<file path="src/port_defs.vh">
// register map, reset values and field positions of parallel ports 1 to 5
// assumes an 8-bit register address and 8-bit data on the cpu port
`ifndef PORT_DEFS_VH
`define PORT_DEFS_VH

// address width of the register port
`define PORT_ADDR_W 8

// register offsets
`define OFS_PORT1_OUTPUT_LATCH 8'h01
`define OFS_PORT2_OUTPUT_LATCH 8'h02
`define OFS_PORT3_OUTPUT_LATCH 8'h03
`define OFS_PORT4_OUTPUT_LATCH 8'h04
`define OFS_PORT5_OUTPUT_LATCH 8'h05
`define OFS_PORT1_DIRECTION_CONTROL 8'h09
`define OFS_PORT4_DRIVE_SELECT 8'h0a
`define OFS_PORT4_PIN_READBACK 8'h0e
`define OFS_PORT2_PIN_READBACK 8'h10
`define OFS_PORT3_PIN_READBACK 8'h11
`define OFS_PORT5_PIN_READBACK 8'h12
`define OFS_IRQ_STATUS 8'h20
`define OFS_IRQ_MASK 8'h21
`define OFS_PORT_MODE 8'h22

// reset values
`define RST_PORT1_OUTPUT_LATCH 8'h00
`define RST_PORT1_DIRECTION_CONTROL 8'h00
`define RST_PORT2_OUTPUT_LATCH 3'h7
`define RST_PORT3_OUTPUT_LATCH 8'hff
`define RST_PORT4_OUTPUT_LATCH 8'hff
`define RST_PORT4_DRIVE_SELECT 8'h00
`define RST_PORT5_OUTPUT_LATCH 5'h1f
`define RST_IRQ_MASK 2'h0
`define RST_IRQ_STATUS 2'h0
`define RST_PORT_MODE 2'h0

// port mode register fields
`define MODE_DUAL_CLOCK_BIT 0
`define MODE_STOP_BIT 1

// interrupt status fields
`define IRQ_EXT_FALL_BIT 0
`define IRQ_STOP_RELEASE_BIT 1

`endif

</file>
<file path="src/parallel_ports.v">
// parallel i/o ports 1 to 5 with latches, direction, drive select
// assumes cpu register port on ref_clk_i, pads resolved outside
//
// The strobed register port was left to the implementer.
`timescale 1ns/1ps
`include "port_defs.vh"

// Notes on behaviour
// - port 1 bit direction: 0 input, 1 output
// - reset clears port 1 direction and latch
// - port 1 output bits read back latch
// - port 1 input bits read back pin level
// - reset sets port 2 latch to ones
// - port 2 reads valid only in bits 2..0
// - dual clock gives port 2 pins 1,2 to oscillator
// - falling edge on port 2 pin 0 sets interrupt
// - stop mode floats port 2 pin 0
// - reset sets port 3 latch to ones
// - ports 2..5 have latch and pin read paths
// - reset sets port 4 latch, clears drive select
// - port 4 select 0 open drain, 1 push pull
// - reset sets port 5 latch to ones
// - port 5 reads valid only in bits 4..0
module parallel_ports #(
  parameter P1_W = 8,
  parameter P2_W = 3,
  parameter P3_W = 8,
  parameter P4_W = 8,
  parameter P5_W = 5
) (
  // clock and reset
  input wire ref_clk_i,
  input wire rst_n_i,
  // cpu register port
  input wire [`PORT_ADDR_W-1:0] addr_i,
  input wire [7:0] wr_data_i,
  input wire wr_en_i,
  input wire rd_en_i,
  output reg [7:0] rd_data_o,
  // interrupt
  output wire irq_o,
  // peripheral function outputs, held high when unused
  input wire [P1_W-1:0] port1_func_out_i,
  input wire [P4_W-1:0] port4_func_out_i,
  input wire [P5_W-1:0] port5_func_out_i,
  // synchronised pin levels for on-chip peripherals
  output wire [P1_W-1:0] port1_pin_level_o,
  output wire [P2_W-1:0] port2_pin_level_o,
  output wire [P4_W-1:0] port4_pin_level_o,
  output wire [P5_W-1:0] port5_pin_level_o,
  // system mode
  output wire dual_clock_mode_o,
  output wire stop_mode_o,
  output wire slow_crystal_enable_o,
  // port 1 pads
  input wire [P1_W-1:0] port1_pin_i,
  output wire [P1_W-1:0] port1_pin_o,
  output wire [P1_W-1:0] port1_pin_oe_o,
  // port 2 pads
  input wire [P2_W-1:0] port2_pin_i,
  output wire [P2_W-1:0] port2_pin_o,
  output wire [P2_W-1:0] port2_pin_oe_o,
  // port 3 pads
  input wire [P3_W-1:0] port3_pin_i,
  output wire [P3_W-1:0] port3_pin_o,
  output wire [P3_W-1:0] port3_pin_oe_o,
  // port 4 pads
  input wire [P4_W-1:0] port4_pin_i,
  output wire [P4_W-1:0] port4_pin_o,
  output wire [P4_W-1:0] port4_pin_oe_o,
  // port 5 pads
  input wire [P5_W-1:0] port5_pin_i,
  output wire [P5_W-1:0] port5_pin_o,
  output wire [P5_W-1:0] port5_pin_oe_o
);

  // total pad count across all five ports
  localparam PIN_W = P1_W + P2_W + P3_W + P4_W + P5_W;

  // software visible state
  reg [P1_W-1:0] port1_output_latch;
  reg [P1_W-1:0] port1_direction_control;
  reg [P2_W-1:0] port2_output_latch;
  reg [P3_W-1:0] port3_output_latch;
  reg [P4_W-1:0] port4_output_latch;
  reg [P4_W-1:0] port4_drive_select;
  reg [P5_W-1:0] port5_output_latch;
  reg [1:0] irq_status;
  reg [1:0] irq_mask;
  reg [1:0] port_mode;

  // pin synchronisers
  reg [PIN_W-1:0] pin_meta;
  reg [PIN_W-1:0] pin_sync;
  reg stop_pin_prev;

  // bus decode
  wire wr_p1_latch;
  wire wr_p1_dir;
  wire wr_p2_latch;
  wire wr_p3_latch;
  wire wr_p4_latch;
  wire wr_p4_sel;
  wire wr_p5_latch;
  wire wr_mask;
  wire wr_mode;
  wire rd_status;

  // split synchronised pins per port
  wire [P1_W-1:0] port1_pin_sync;
  wire [P2_W-1:0] port2_pin_readback;
  wire [P3_W-1:0] port3_pin_readback;
  wire [P4_W-1:0] port4_pin_readback;
  wire [P5_W-1:0] port5_pin_readback;
  wire stop_release_pin;

  // events
  wire ext_fall_evt;
  wire stop_release_evt;
  wire [1:0] irq_set;

  // read mux
  reg [7:0] next_rd_data;
  wire [P1_W-1:0] port1_read_value;

  // drive values
  wire [P1_W-1:0] port1_drive;
  wire [P4_W-1:0] port4_drive;
  wire [P5_W-1:0] port5_drive;
  wire dual_clock;
  wire stop_mode;

  // mode bits as used by the pad logic
  assign dual_clock = port_mode[`MODE_DUAL_CLOCK_BIT];
  assign stop_mode = port_mode[`MODE_STOP_BIT];

  // write strobes per register, and the status read strobe
  assign wr_p1_latch = wr_en_i && (addr_i == `OFS_PORT1_OUTPUT_LATCH);
  assign wr_p1_dir = wr_en_i && (addr_i == `OFS_PORT1_DIRECTION_CONTROL);
  assign wr_p2_latch = wr_en_i && (addr_i == `OFS_PORT2_OUTPUT_LATCH);
  assign wr_p3_latch = wr_en_i && (addr_i == `OFS_PORT3_OUTPUT_LATCH);
  assign wr_p4_latch = wr_en_i && (addr_i == `OFS_PORT4_OUTPUT_LATCH);
  assign wr_p4_sel = wr_en_i && (addr_i == `OFS_PORT4_DRIVE_SELECT);
  assign wr_p5_latch = wr_en_i && (addr_i == `OFS_PORT5_OUTPUT_LATCH);
  assign wr_mask = wr_en_i && (addr_i == `OFS_IRQ_MASK);
  assign wr_mode = wr_en_i && (addr_i == `OFS_PORT_MODE);
  assign rd_status = rd_en_i && (addr_i == `OFS_IRQ_STATUS);

  // two-stage synchroniser over every pad input
  always @(posedge ref_clk_i or negedge rst_n_i) begin
    if (!rst_n_i) begin
      // idle high, so a released pad gives no edge at reset
      pin_meta <= {PIN_W{1'b1}};
      pin_sync <= {PIN_W{1'b1}};
    end else begin
      pin_meta <= {port5_pin_i, port4_pin_i, port3_pin_i,
                   port2_pin_i, port1_pin_i};
      pin_sync <= pin_meta;
    end
  end

  // slices of the synchronised pin vector
  assign port1_pin_sync = pin_sync[P1_W-1:0];
  assign port2_pin_readback = pin_sync[P1_W+P2_W-1:P1_W];
  assign port3_pin_readback = pin_sync[P1_W+P2_W+P3_W-1:P1_W+P2_W];
  assign port4_pin_readback =
    pin_sync[P1_W+P2_W+P3_W+P4_W-1:P1_W+P2_W+P3_W];
  assign port5_pin_readback = pin_sync[PIN_W-1:P1_W+P2_W+P3_W+P4_W];
  assign stop_release_pin = port2_pin_readback[0];

  // pin levels handed to timers, serial, uart and i2c blocks
  assign port1_pin_level_o = port1_pin_sync;
  assign port2_pin_level_o = port2_pin_readback;
  assign port4_pin_level_o = port4_pin_readback;
  assign port5_pin_level_o = port5_pin_readback;

  // port 1 latch and direction
  always @(posedge ref_clk_i or negedge rst_n_i) begin
    if (!rst_n_i) begin
      port1_output_latch <= `RST_PORT1_OUTPUT_LATCH;
      port1_direction_control <= `RST_PORT1_DIRECTION_CONTROL;
    end else begin
      if (wr_p1_latch) begin
        port1_output_latch <= wr_data_i[P1_W-1:0];
      end
      if (wr_p1_dir) begin
        port1_direction_control <= wr_data_i[P1_W-1:0];
      end
    end
  end

  // ports 2 to 5 latches and port 4 drive select
  always @(posedge ref_clk_i or negedge rst_n_i) begin
    if (!rst_n_i) begin
      port2_output_latch <= `RST_PORT2_OUTPUT_LATCH;
      port3_output_latch <= `RST_PORT3_OUTPUT_LATCH;
      port4_output_latch <= `RST_PORT4_OUTPUT_LATCH;
      port4_drive_select <= `RST_PORT4_DRIVE_SELECT;
      port5_output_latch <= `RST_PORT5_OUTPUT_LATCH;
    end else begin
      if (wr_p2_latch) begin
        port2_output_latch <= wr_data_i[P2_W-1:0];
      end
      if (wr_p3_latch) begin
        port3_output_latch <= wr_data_i[P3_W-1:0];
      end
      if (wr_p4_latch) begin
        port4_output_latch <= wr_data_i[P4_W-1:0];
      end
      if (wr_p4_sel) begin
        port4_drive_select <= wr_data_i[P4_W-1:0];
      end
      if (wr_p5_latch) begin
        port5_output_latch <= wr_data_i[P5_W-1:0];
      end
    end
  end

  // stop release falling edge, seen on the pad after the synchroniser
  always @(posedge ref_clk_i or negedge rst_n_i) begin
    if (!rst_n_i) begin
      // matches the synchroniser, so reset shows no fall
      stop_pin_prev <= 1'b1;
    end else begin
      stop_pin_prev <= stop_release_pin;
    end
  end

  // a driven low pulse on pin 0 also reads back, so it interrupts too
  assign ext_fall_evt = stop_pin_prev && !stop_release_pin;
  assign stop_release_evt = ext_fall_evt && stop_mode;
  assign irq_set = {stop_release_evt, ext_fall_evt};

  // mode register; a release edge ends stop mode, over a software write
  always @(posedge ref_clk_i or negedge rst_n_i) begin
    if (!rst_n_i) begin
      port_mode <= `RST_PORT_MODE;
    end else begin
      if (wr_mode) begin
        port_mode <= wr_data_i[1:0];
      end
      // last assignment wins, so the release beats a write
      if (stop_release_evt) begin
        port_mode[`MODE_STOP_BIT] <= 1'b0;
      end
    end
  end

  // sticky status, cleared by read; a new event wins over the clear
  always @(posedge ref_clk_i or negedge rst_n_i) begin
    if (!rst_n_i) begin
      irq_status <= `RST_IRQ_STATUS;
      irq_mask <= `RST_IRQ_MASK;
    end else begin
      // a read keeps only what is set in this cycle
      if (rd_status) begin
        irq_status <= irq_set;
      end else begin
        irq_status <= irq_status | irq_set;
      end
      if (wr_mask) begin
        irq_mask <= wr_data_i[1:0];
      end
    end
  end

  // level interrupt while an unmasked status bit is set
  assign irq_o = |(irq_status & irq_mask);

  // port 1 read: latch for outputs, pad level for inputs
  // so a read-modify-write copies pad levels into input bits
  assign port1_read_value =
    (port1_direction_control & port1_output_latch) |
    (~port1_direction_control & port1_pin_sync);

  // read data mux, unmapped addresses return zero
  always @* begin
    // narrow ports leave their upper bits at zero
    next_rd_data = 8'h00;
    if (addr_i == `OFS_PORT1_OUTPUT_LATCH) begin
      next_rd_data[P1_W-1:0] = port1_read_value;
    end else if (addr_i == `OFS_PORT1_DIRECTION_CONTROL) begin
      next_rd_data[P1_W-1:0] = port1_direction_control;
    end else if (addr_i == `OFS_PORT2_OUTPUT_LATCH) begin
      next_rd_data[P2_W-1:0] = port2_output_latch;
    end else if (addr_i == `OFS_PORT2_PIN_READBACK) begin
      next_rd_data[P2_W-1:0] = port2_pin_readback;
    end else if (addr_i == `OFS_PORT3_OUTPUT_LATCH) begin
      next_rd_data[P3_W-1:0] = port3_output_latch;
    end else if (addr_i == `OFS_PORT3_PIN_READBACK) begin
      next_rd_data[P3_W-1:0] = port3_pin_readback;
    end else if (addr_i == `OFS_PORT4_OUTPUT_LATCH) begin
      next_rd_data[P4_W-1:0] = port4_output_latch;
    end else if (addr_i == `OFS_PORT4_DRIVE_SELECT) begin
      next_rd_data[P4_W-1:0] = port4_drive_select;
    end else if (addr_i == `OFS_PORT4_PIN_READBACK) begin
      next_rd_data[P4_W-1:0] = port4_pin_readback;
    end else if (addr_i == `OFS_PORT5_OUTPUT_LATCH) begin
      next_rd_data[P5_W-1:0] = port5_output_latch;
    end else if (addr_i == `OFS_PORT5_PIN_READBACK) begin
      next_rd_data[P5_W-1:0] = port5_pin_readback;
    end else if (addr_i == `OFS_IRQ_STATUS) begin
      next_rd_data[1:0] = irq_status;
    end else if (addr_i == `OFS_IRQ_MASK) begin
      next_rd_data[1:0] = irq_mask;
    end else if (addr_i == `OFS_PORT_MODE) begin
      next_rd_data[1:0] = port_mode;
    end
  end

  // read data stands only in the cycle after the strobe
  always @(posedge ref_clk_i or negedge rst_n_i) begin
    if (!rst_n_i) begin
      rd_data_o <= 8'h00;
    end else if (rd_en_i) begin
      rd_data_o <= next_rd_data;
    end else begin
      rd_data_o <= 8'h00;
    end
  end

  // port 1 push-pull; function output gated by latch, reset to 0
  // a timer output with a zero latch bit would stay low
  assign port1_drive = port1_output_latch & port1_func_out_i;
  assign port1_pin_o = port1_drive;
  assign port1_pin_oe_o = port1_direction_control;

  // port 2 open drain; oscillator pins and stop pin float as noted
  assign port2_pin_o = {P2_W{1'b0}};
  // stop mode releases pin 0 whatever its latch holds
  assign port2_pin_oe_o[0] = ~port2_output_latch[0] & ~stop_mode;
  // the slow oscillator owns pins 1 and 2 in dual clock mode
  assign port2_pin_oe_o[2:1] =
    dual_clock ? 2'b00 : ~port2_output_latch[2:1];
  assign slow_crystal_enable_o = dual_clock;
  assign dual_clock_mode_o = dual_clock;
  assign stop_mode_o = stop_mode;

  // one loop variable for every per-pad stage below
  genvar gi;

  // port 3 open drain high current sink, one stage per pad
  generate
    for (gi = 0; gi < P3_W; gi = gi + 1) begin : g_port3
      // sinks only; a latch 1 leaves the pad to the outside
      assign port3_pin_o[gi] = 1'b0;
      assign port3_pin_oe_o[gi] = ~port3_output_latch[gi];
    end
  endgenerate

  // port 4 per-bit output stage selection
  assign port4_drive = port4_output_latch & port4_func_out_i;
  generate
    for (gi = 0; gi < P4_W; gi = gi + 1) begin : g_port4
      // push-pull drives both levels, open drain only sinks
      assign port4_pin_o[gi] =
        port4_drive_select[gi] ? port4_drive[gi] : 1'b0;
      assign port4_pin_oe_o[gi] =
        port4_drive_select[gi] | ~port4_drive[gi];
    end
  endgenerate

  // port 5 open drain, shared with the i2c bus
  assign port5_drive = port5_output_latch & port5_func_out_i;
  generate
    for (gi = 0; gi < P5_W; gi = gi + 1) begin : g_port5
      // i2c wants a released pad on a 1, never a driven high
      assign port5_pin_o[gi] = 1'b0;
      assign port5_pin_oe_o[gi] = ~port5_drive[gi];
    end
  endgenerate

endmodule // parallel_ports

</file>
<file path="config.mk">
export PLATFORM = sky130hd
export DESIGN_NAME = parallel_ports
export DESIGN_NICKNAME = d
export VERILOG_FILES = /design/src/parallel_ports.v
export VERILOG_INCLUDE_DIRS = /design/src
export SDC_FILE = /design/constraint.sdc
export NUM_CORES = 1
export LEC_CHECK = 0
export ABC_CLOCK_PERIOD_IN_PS = 2500
export BUFFER_PORTS_ARGS = -buffer_cell sky130_fd_sc_hd__buf_2
export CAP_MARGIN = 20
export CORE_MARGIN = 4
export CORE_UTILIZATION = 35
export DETAILED_ROUTE_END_ITERATION = 12
export PLACE_DENSITY = 0.6
export SLEW_MARGIN = 20
export SYNTH_ARGS = -nofsm -noshare
export SYNTH_HDL_FRONTEND = slang
export SYNTH_SLANG_ARGS = --single-unit
</file>
<file path="constraint.sdc">
create_clock -name ref_clk_i -period 2.5 [get_ports ref_clk_i]
set_input_delay 0.125 -clock ref_clk_i [delete_from_list [all_inputs] [get_ports ref_clk_i]]
set_output_delay 0.125 -clock ref_clk_i [all_outputs]
set_load 0.005 [all_outputs]
</file>
Yosys cells after proc, flatten, opt, wreduce, memory -nomap -nowiden

Cells that the tools add are included.

Bits in registers: 127
Input bits: 73
Output and inout port bits: 100

Eq/ne operators: 14
Mux-type cells: 31
Bitwise operators: 42
Reduce and logical (&&, ||, !) cells: 15

Operator list:

| cell                                                | count |
|---|---|
| two-way mux 8 bit                                   | 7 |
| bitwise AND 8 bit                                   | 4 |
| equality test 8 x 4 -> 1 bit, second input constant | 3 |
| equality test 8 x 5 -> 1 bit, second input constant | 3 |
| equality test 8 x 6 -> 1 bit, second input constant | 3 |
| NOT 1 bit                                           | 23 |
| two-way mux 5 bit                                   | 4 |
| equality test 8 x 2 -> 1 bit, second input constant | 2 |
| equality test 8 x 3 -> 1 bit, second input constant | 2 |
| two-way mux 2 bit                                   | 7 |
| logical AND 1 bit                                   | 12 |
| two-way mux 3 bit                                   | 4 |
| two-way mux 1 bit                                   | 9 |
| equality test 8 x 1 -> 1 bit, second input constant | 1 |
| NOT 8 bit                                           | 1 |
| bitwise OR 1 bit                                    | 8 |
| bitwise OR 8 bit                                    | 1 |
| bitwise AND 5 bit                                   | 1 |
| bitwise AND 2 bit                                   | 1 |
| NOT 2 bit                                           | 1 |
| bitwise OR 2 bit                                    | 1 |
| nonzero test 2 bit                                  | 1 |
| OR reduction 2 bit                                  | 1 |
| bitwise AND 1 bit                                   | 1 |
| logical NOT 1 bit                                   | 1 |

Logic depth before layout (Yosys ltp)

Word-level depth: 16
Depth in mapped cells: 8
Mapped depth without buffers: 6

Worst setup path after synthesis

OpenSTA, ideal clock, no wires.

Path kind: input port to flip-flop
Start point: in addr_i[4]
End point: reg port1_direction_control[0] (netlist: port1_pin_oe_o[0])
Data arrival time: 1.760 ns
Data required time: 2.375 ns
Setup slack: 0.615 ns
Stages: 6
Buffers on the path: 2
Cells stage by stage: buf_6 > or4_4 > buf_6 > nor4_4 > nand2_4 > mux2_2

Word-level cells in the longest chain between the ends: 2

Ends and longest elaborated chain:

| item                                   | RTL line             | source |
|---|---|---|
| start: declaration                     | parallel_ports.v:35  | `` input wire [`PORT_ADDR_W-1:0] addr_i, `` |
| equality test 8 x 4 -> 1 bit (no line) | --                   |  |
| logical AND 1 bit                      | parallel_ports.v:139 | `` assign wr_p1_dir = wr_en_i && (addr_i == `OFS_PORT1_DIRECTION_CONTROL); `` |
| end signal: assignment                 | parallel_ports.v:181 | `` port1_direction_control <= `RST_PORT1_DIRECTION_CONTROL; `` |
| end signal: assignment                 | parallel_ports.v:187 | `port1_direction_control <= wr_data_i[P1_W-1:0];` |
| end: declaration                       | parallel_ports.v:82  | `reg [P1_W-1:0] port1_direction_control;` |

Every way passes these cells.
A chain may end at the register's enable or synchronous reset.

Worst setup path in the final report

Start point: reg port4_drive_select[2]
End point: reg rd_data_o[2]

Word-level cells in the longest chain between the ends: 9

Ends and longest elaborated chain:

| item                     | RTL line             | source |
|---|---|---|
| start: declaration       | parallel_ports.v:86  | `reg [P4_W-1:0] port4_drive_select;` |
| start signal: assignment | parallel_ports.v:198 | `` port4_drive_select <= `RST_PORT4_DRIVE_SELECT; `` |
| start signal: assignment | parallel_ports.v:211 | `port4_drive_select <= wr_data_i[P4_W-1:0];` |
| two-way mux 8 bit        | parallel_ports.v:294 | `` end else if (addr_i == `OFS_PORT4_DRIVE_SELECT) begin `` |
| two-way mux 8 bit        | parallel_ports.v:292 | `` end else if (addr_i == `OFS_PORT4_OUTPUT_LATCH) begin `` |
| two-way mux 8 bit        | parallel_ports.v:290 | `` end else if (addr_i == `OFS_PORT3_PIN_READBACK) begin `` |
| two-way mux 8 bit        | parallel_ports.v:288 | `` end else if (addr_i == `OFS_PORT3_OUTPUT_LATCH) begin `` |
| two-way mux 3 bit        | parallel_ports.v:286 | `` end else if (addr_i == `OFS_PORT2_PIN_READBACK) begin `` |
| two-way mux 3 bit        | parallel_ports.v:284 | `` end else if (addr_i == `OFS_PORT2_OUTPUT_LATCH) begin `` |
| two-way mux 8 bit        | parallel_ports.v:282 | `` end else if (addr_i == `OFS_PORT1_DIRECTION_CONTROL) begin `` |
| two-way mux 8 bit        | parallel_ports.v:280 | `` if (addr_i == `OFS_PORT1_OUTPUT_LATCH) begin `` |
| two-way mux 8 bit        | parallel_ports.v:315 | `end else if (rd_en_i) begin` |
| end signal: assignment   | parallel_ports.v:316 | `rd_data_o <= next_rd_data;` |
| end: declaration         | parallel_ports.v:39  | `output reg [7:0] rd_data_o,` |

Every way passes these cells.

==> results.json <==
{
  "status": "complete, no violations",
  "diodes": 0,
  "wl_met2_um": 7710,
  "worstMarginPinSlew_ns": 0.5749,
  "max_stage_delay_ns": 0.46,
  "regArea_sq_um": 3289,
  "instances_no_fill": 855,
  "multi_input_area_sq_um": 1967,
  "drive_above_1_share": 0.5571,
  "fp-row-count": 46,
  "grt_pass1_vias": 4304,
  "r2r_cells": 6,
  "finalWirelength_um": 15770,
  "start_kind": "flip-flop",
  "synth_area_sq_um": 5638,
  "area.growth.synth_to_final_pct": 30.94,
  "p_total_mw": 5.061,
  "ys_top_cells_by_area": "dfstp_2, dfrtp_1, mux2_2, buf_4, mux2i_1",
  "grt_overflow": 0,
  "pwr-share-comb": 0.081,
  "antenna_found_initial": 0,
  "cp_slowest_cell": "a222oi_1",
  "cts_setup_buffers": 0,
  "vdd_drop_max_uv": 422.7,
  "dr_wl_met3_um": 1068,
  "holdCritStartpoint": "wr_data_i[7]",
  "finalSetupViolations": 0,
  "p_int_mw": 3.903,
  "postCtsResizedCells": 0,
  "cts_max_level": 4,
  "cp.required_ns": 2.80,
  "min_period_ns": 1.811,
  "m1WireLength_um": 6737,
  "slew_viol_final": 0,
  "cellLeakagePower_nw": 3.356,
  "dieHeight_um": 134.9,
  "fin_setup_tns_ns": 0,
  "final_common_cell": "buf_2",
  "dieArea_sq_um": 18200,
  "synth_flop_cell": "dfstp_2",
  "layout_common_cells": "buf_2, dfstp_2, mux2_2, dfrtp_1, dlygate4sd3_1",
  "power_density_nw_per_um2": 685.6,
  "rr_endpoint": "rd_data_o[2]",
  "swShare": 0.2289,
  "coreArea_sq_um": 15830,
  "async_reset_ff_frac": 1.000,
  "vias_per_cell": 4.843,
  "synthesis.instances": 446,
  "fin_nets": 699,
  "synth_top_area_frac": 0.4148,
  "slew_headroom": 0.6167,
  "grtUsageTotal": 0.1752,
  "drt_iter0_markers": 255,
  "io_buffers": 156,
  "dp_hpwl_um": 11710,
  "postCtsHoldBufs": 33,
  "ys_seq_area_frac": 0.5834,
  "worst_setup_path_end_kind": "flip-flop",
  "cts_root_buf": "clkbuf_16",
  "clock_power_share": 0.467,
  "power_frac_seq": 0.452,
  "fmax_ghz": 0.5522,
  "finalHoldViolations": 0,
  "tritoncts": "built",
  "via_count": 4141,
  "r2r_slack_ns": 0.69,
  "path_buf_inv": 0,
  "path_clk_slew_ns": 0.05,
  "holdPathStages": 2,
  "wire_per_inst_um": 18.45,
  "arrival_ns": 2.11,
  "p_switching_mw": 1.158,
  "gp_congestion": 0.9179,
  "cts_buffer_depth": 2,
  "r2r-start": "port4_drive_select[2]",
  "clock_sinks": 127,
  "synth_cell_types": 60,
  "timing.final.crit_share": 0.7244,
  "grt_max_degree": 61,
  "cp_top_family": "compound AO/OA/AOI/OAI gates",
  "firstDrtPassIters": 5,
  "highest_layer": "met4",
  "synth_top_cell_by_area": "dfstp_2",
  "cts-buffers-inserted": 17,
  "avgSynthCellArea_sq_um": 12.64,
  "initial_core_util": 0.3562,
  "drc_errors": 0,
  "die_width_um": 134.9,
  "skew_ns": 0.004064,
  "io_pins": 173,
  "drtAntennaViolNets": 0,
  "hold_class": "input port to flip-flop",
  "clk_latency_ns": 0.41,
  "path_cells": "mux2_2 -> a222oi_1 -> o32ai_1 -> a22oi_1 -> or3_1 -> a21oi_1",
  "grt_pass1_wl_um": 24140,
  "cap_violations": 0,
  "synth_edf_count": 0,
  "nFillCells": 1491,
  "min_to": "port1_output_latch[7]",
  "yosysWarnings": 0,
  "ys_ff_latch": 127,
  "path_class": "flip-flop to flip-flop",
  "crit_fanout": 4,
  "rsz0062_at_grt": "no",
  "dp.cells": 790
}
[cell type report]
type / instances / area share
Sequential cell: 127 / 0.4456
Tap cell: 216 / 0.03661
Multi-Input combinational cell: 266 / 0.2664
Clock buffer: 22 / 0.06153
Timing Repair Buffer: 203 / 0.1690
Clock inverter: 10 / 0.01525
Inverter: 11 / 0.005593
[synthesized netlist by cell type (11+ instances only)]
cell type and count:
a21oi_1 13, buf_4 41, dfrtp_1 38, dfstp_2 89, inv_1 11, mux2_2 58, mux2i_1 12, nand2_1 24
nor2_1 12, o21ai_0 16
[state kept, by name, summed over array words and instances (netlist names)]
signal,cells
port1_output_latch,8
port1_pin_oe_o,8
irq_status,2
irq_mask,2
pin_meta,32
rd_data_o,8
port2_output_latch,3
stop_pin_prev,1
port5_output_latch,5
port3_output_latch,8
port4_output_latch,8
pin_sync,32
port_mode,2
port4_drive_select,8
[power groups by stage]
| stage | sequential (mW) | clock, mW | combinational [mW] |
|---|---|---|---|
| 2_1_floorplan | 2.29 | 0 | 0.207 |
| 3_3_place_gp | 2.32 | 0 | 0.366 |
| 3_5_place_dp | 2.32 | 0 | 0.373 |
| 4_1_cts | 2.29 | 2.42 | 0.415 |
| 5_1_grt | 2.30 | 2.52 | 0.452 |
| 6_report | 2.29 | 2.36 | 0.409 |
[worst max-delay path by stage]
stage                                startpoint                 to  slack (ns)  cells after the start
after floorplan                       addr_i[4]  port1_pin_oe_o[0]        0.61                      6
after global placement                addr_i[5]       rd_data_o[1]        0.40                      7
after detailed placement              addr_i[2]       rd_data_o[2]        0.36                      8
after CTS                 port4_drive_select[2]       rd_data_o[2]        0.70                      6
after global routing      port4_drive_select[2]       rd_data_o[2]        0.51                      6
final                     port4_drive_select[2]       rd_data_o[2]        0.69                      6
[layer usage]
layer	GRT usage	vias up
li1	-	1906
met4	0.05204	0
met1	0.2233	2036
met5	0	-
met2	0.2857	170
met3	0.05700	29
[kinds of logic (layout without fill, tap and decap cells)]
group | Yosys count | after routing | share of synthesized area
buf+inv | 68 | 246 | 0.07767
compound gates | 71 | 71 | 0.08434
flops | 127 | 127 | 0.5834
mux | 70 | 70 | 0.1372
other cells | 1 | 16 | 0.0006651
simple gates | 109 | 109 | 0.1167
[through the flow]
step | instance area (sq um) | utilization | setup WS, ns | hold slack [ns]
detailed placement | 6485 | 0.4097 | 0.3560 | 0.1379
global route | 7382 | 0.4664 | 0.5087 | 0.02508
global placement | 6485 | 0.4097 | 0.4022 | 0.1304
finish | 7382 | 0.4664 | 0.6891 | 0.03512
CTS | 7382 | 0.4664 | 0.6984 | 0.01877
floorplan | 5694 | - | 0.6148 | -0.1706
No activity file was read; power rests on OpenSTA's default activity.
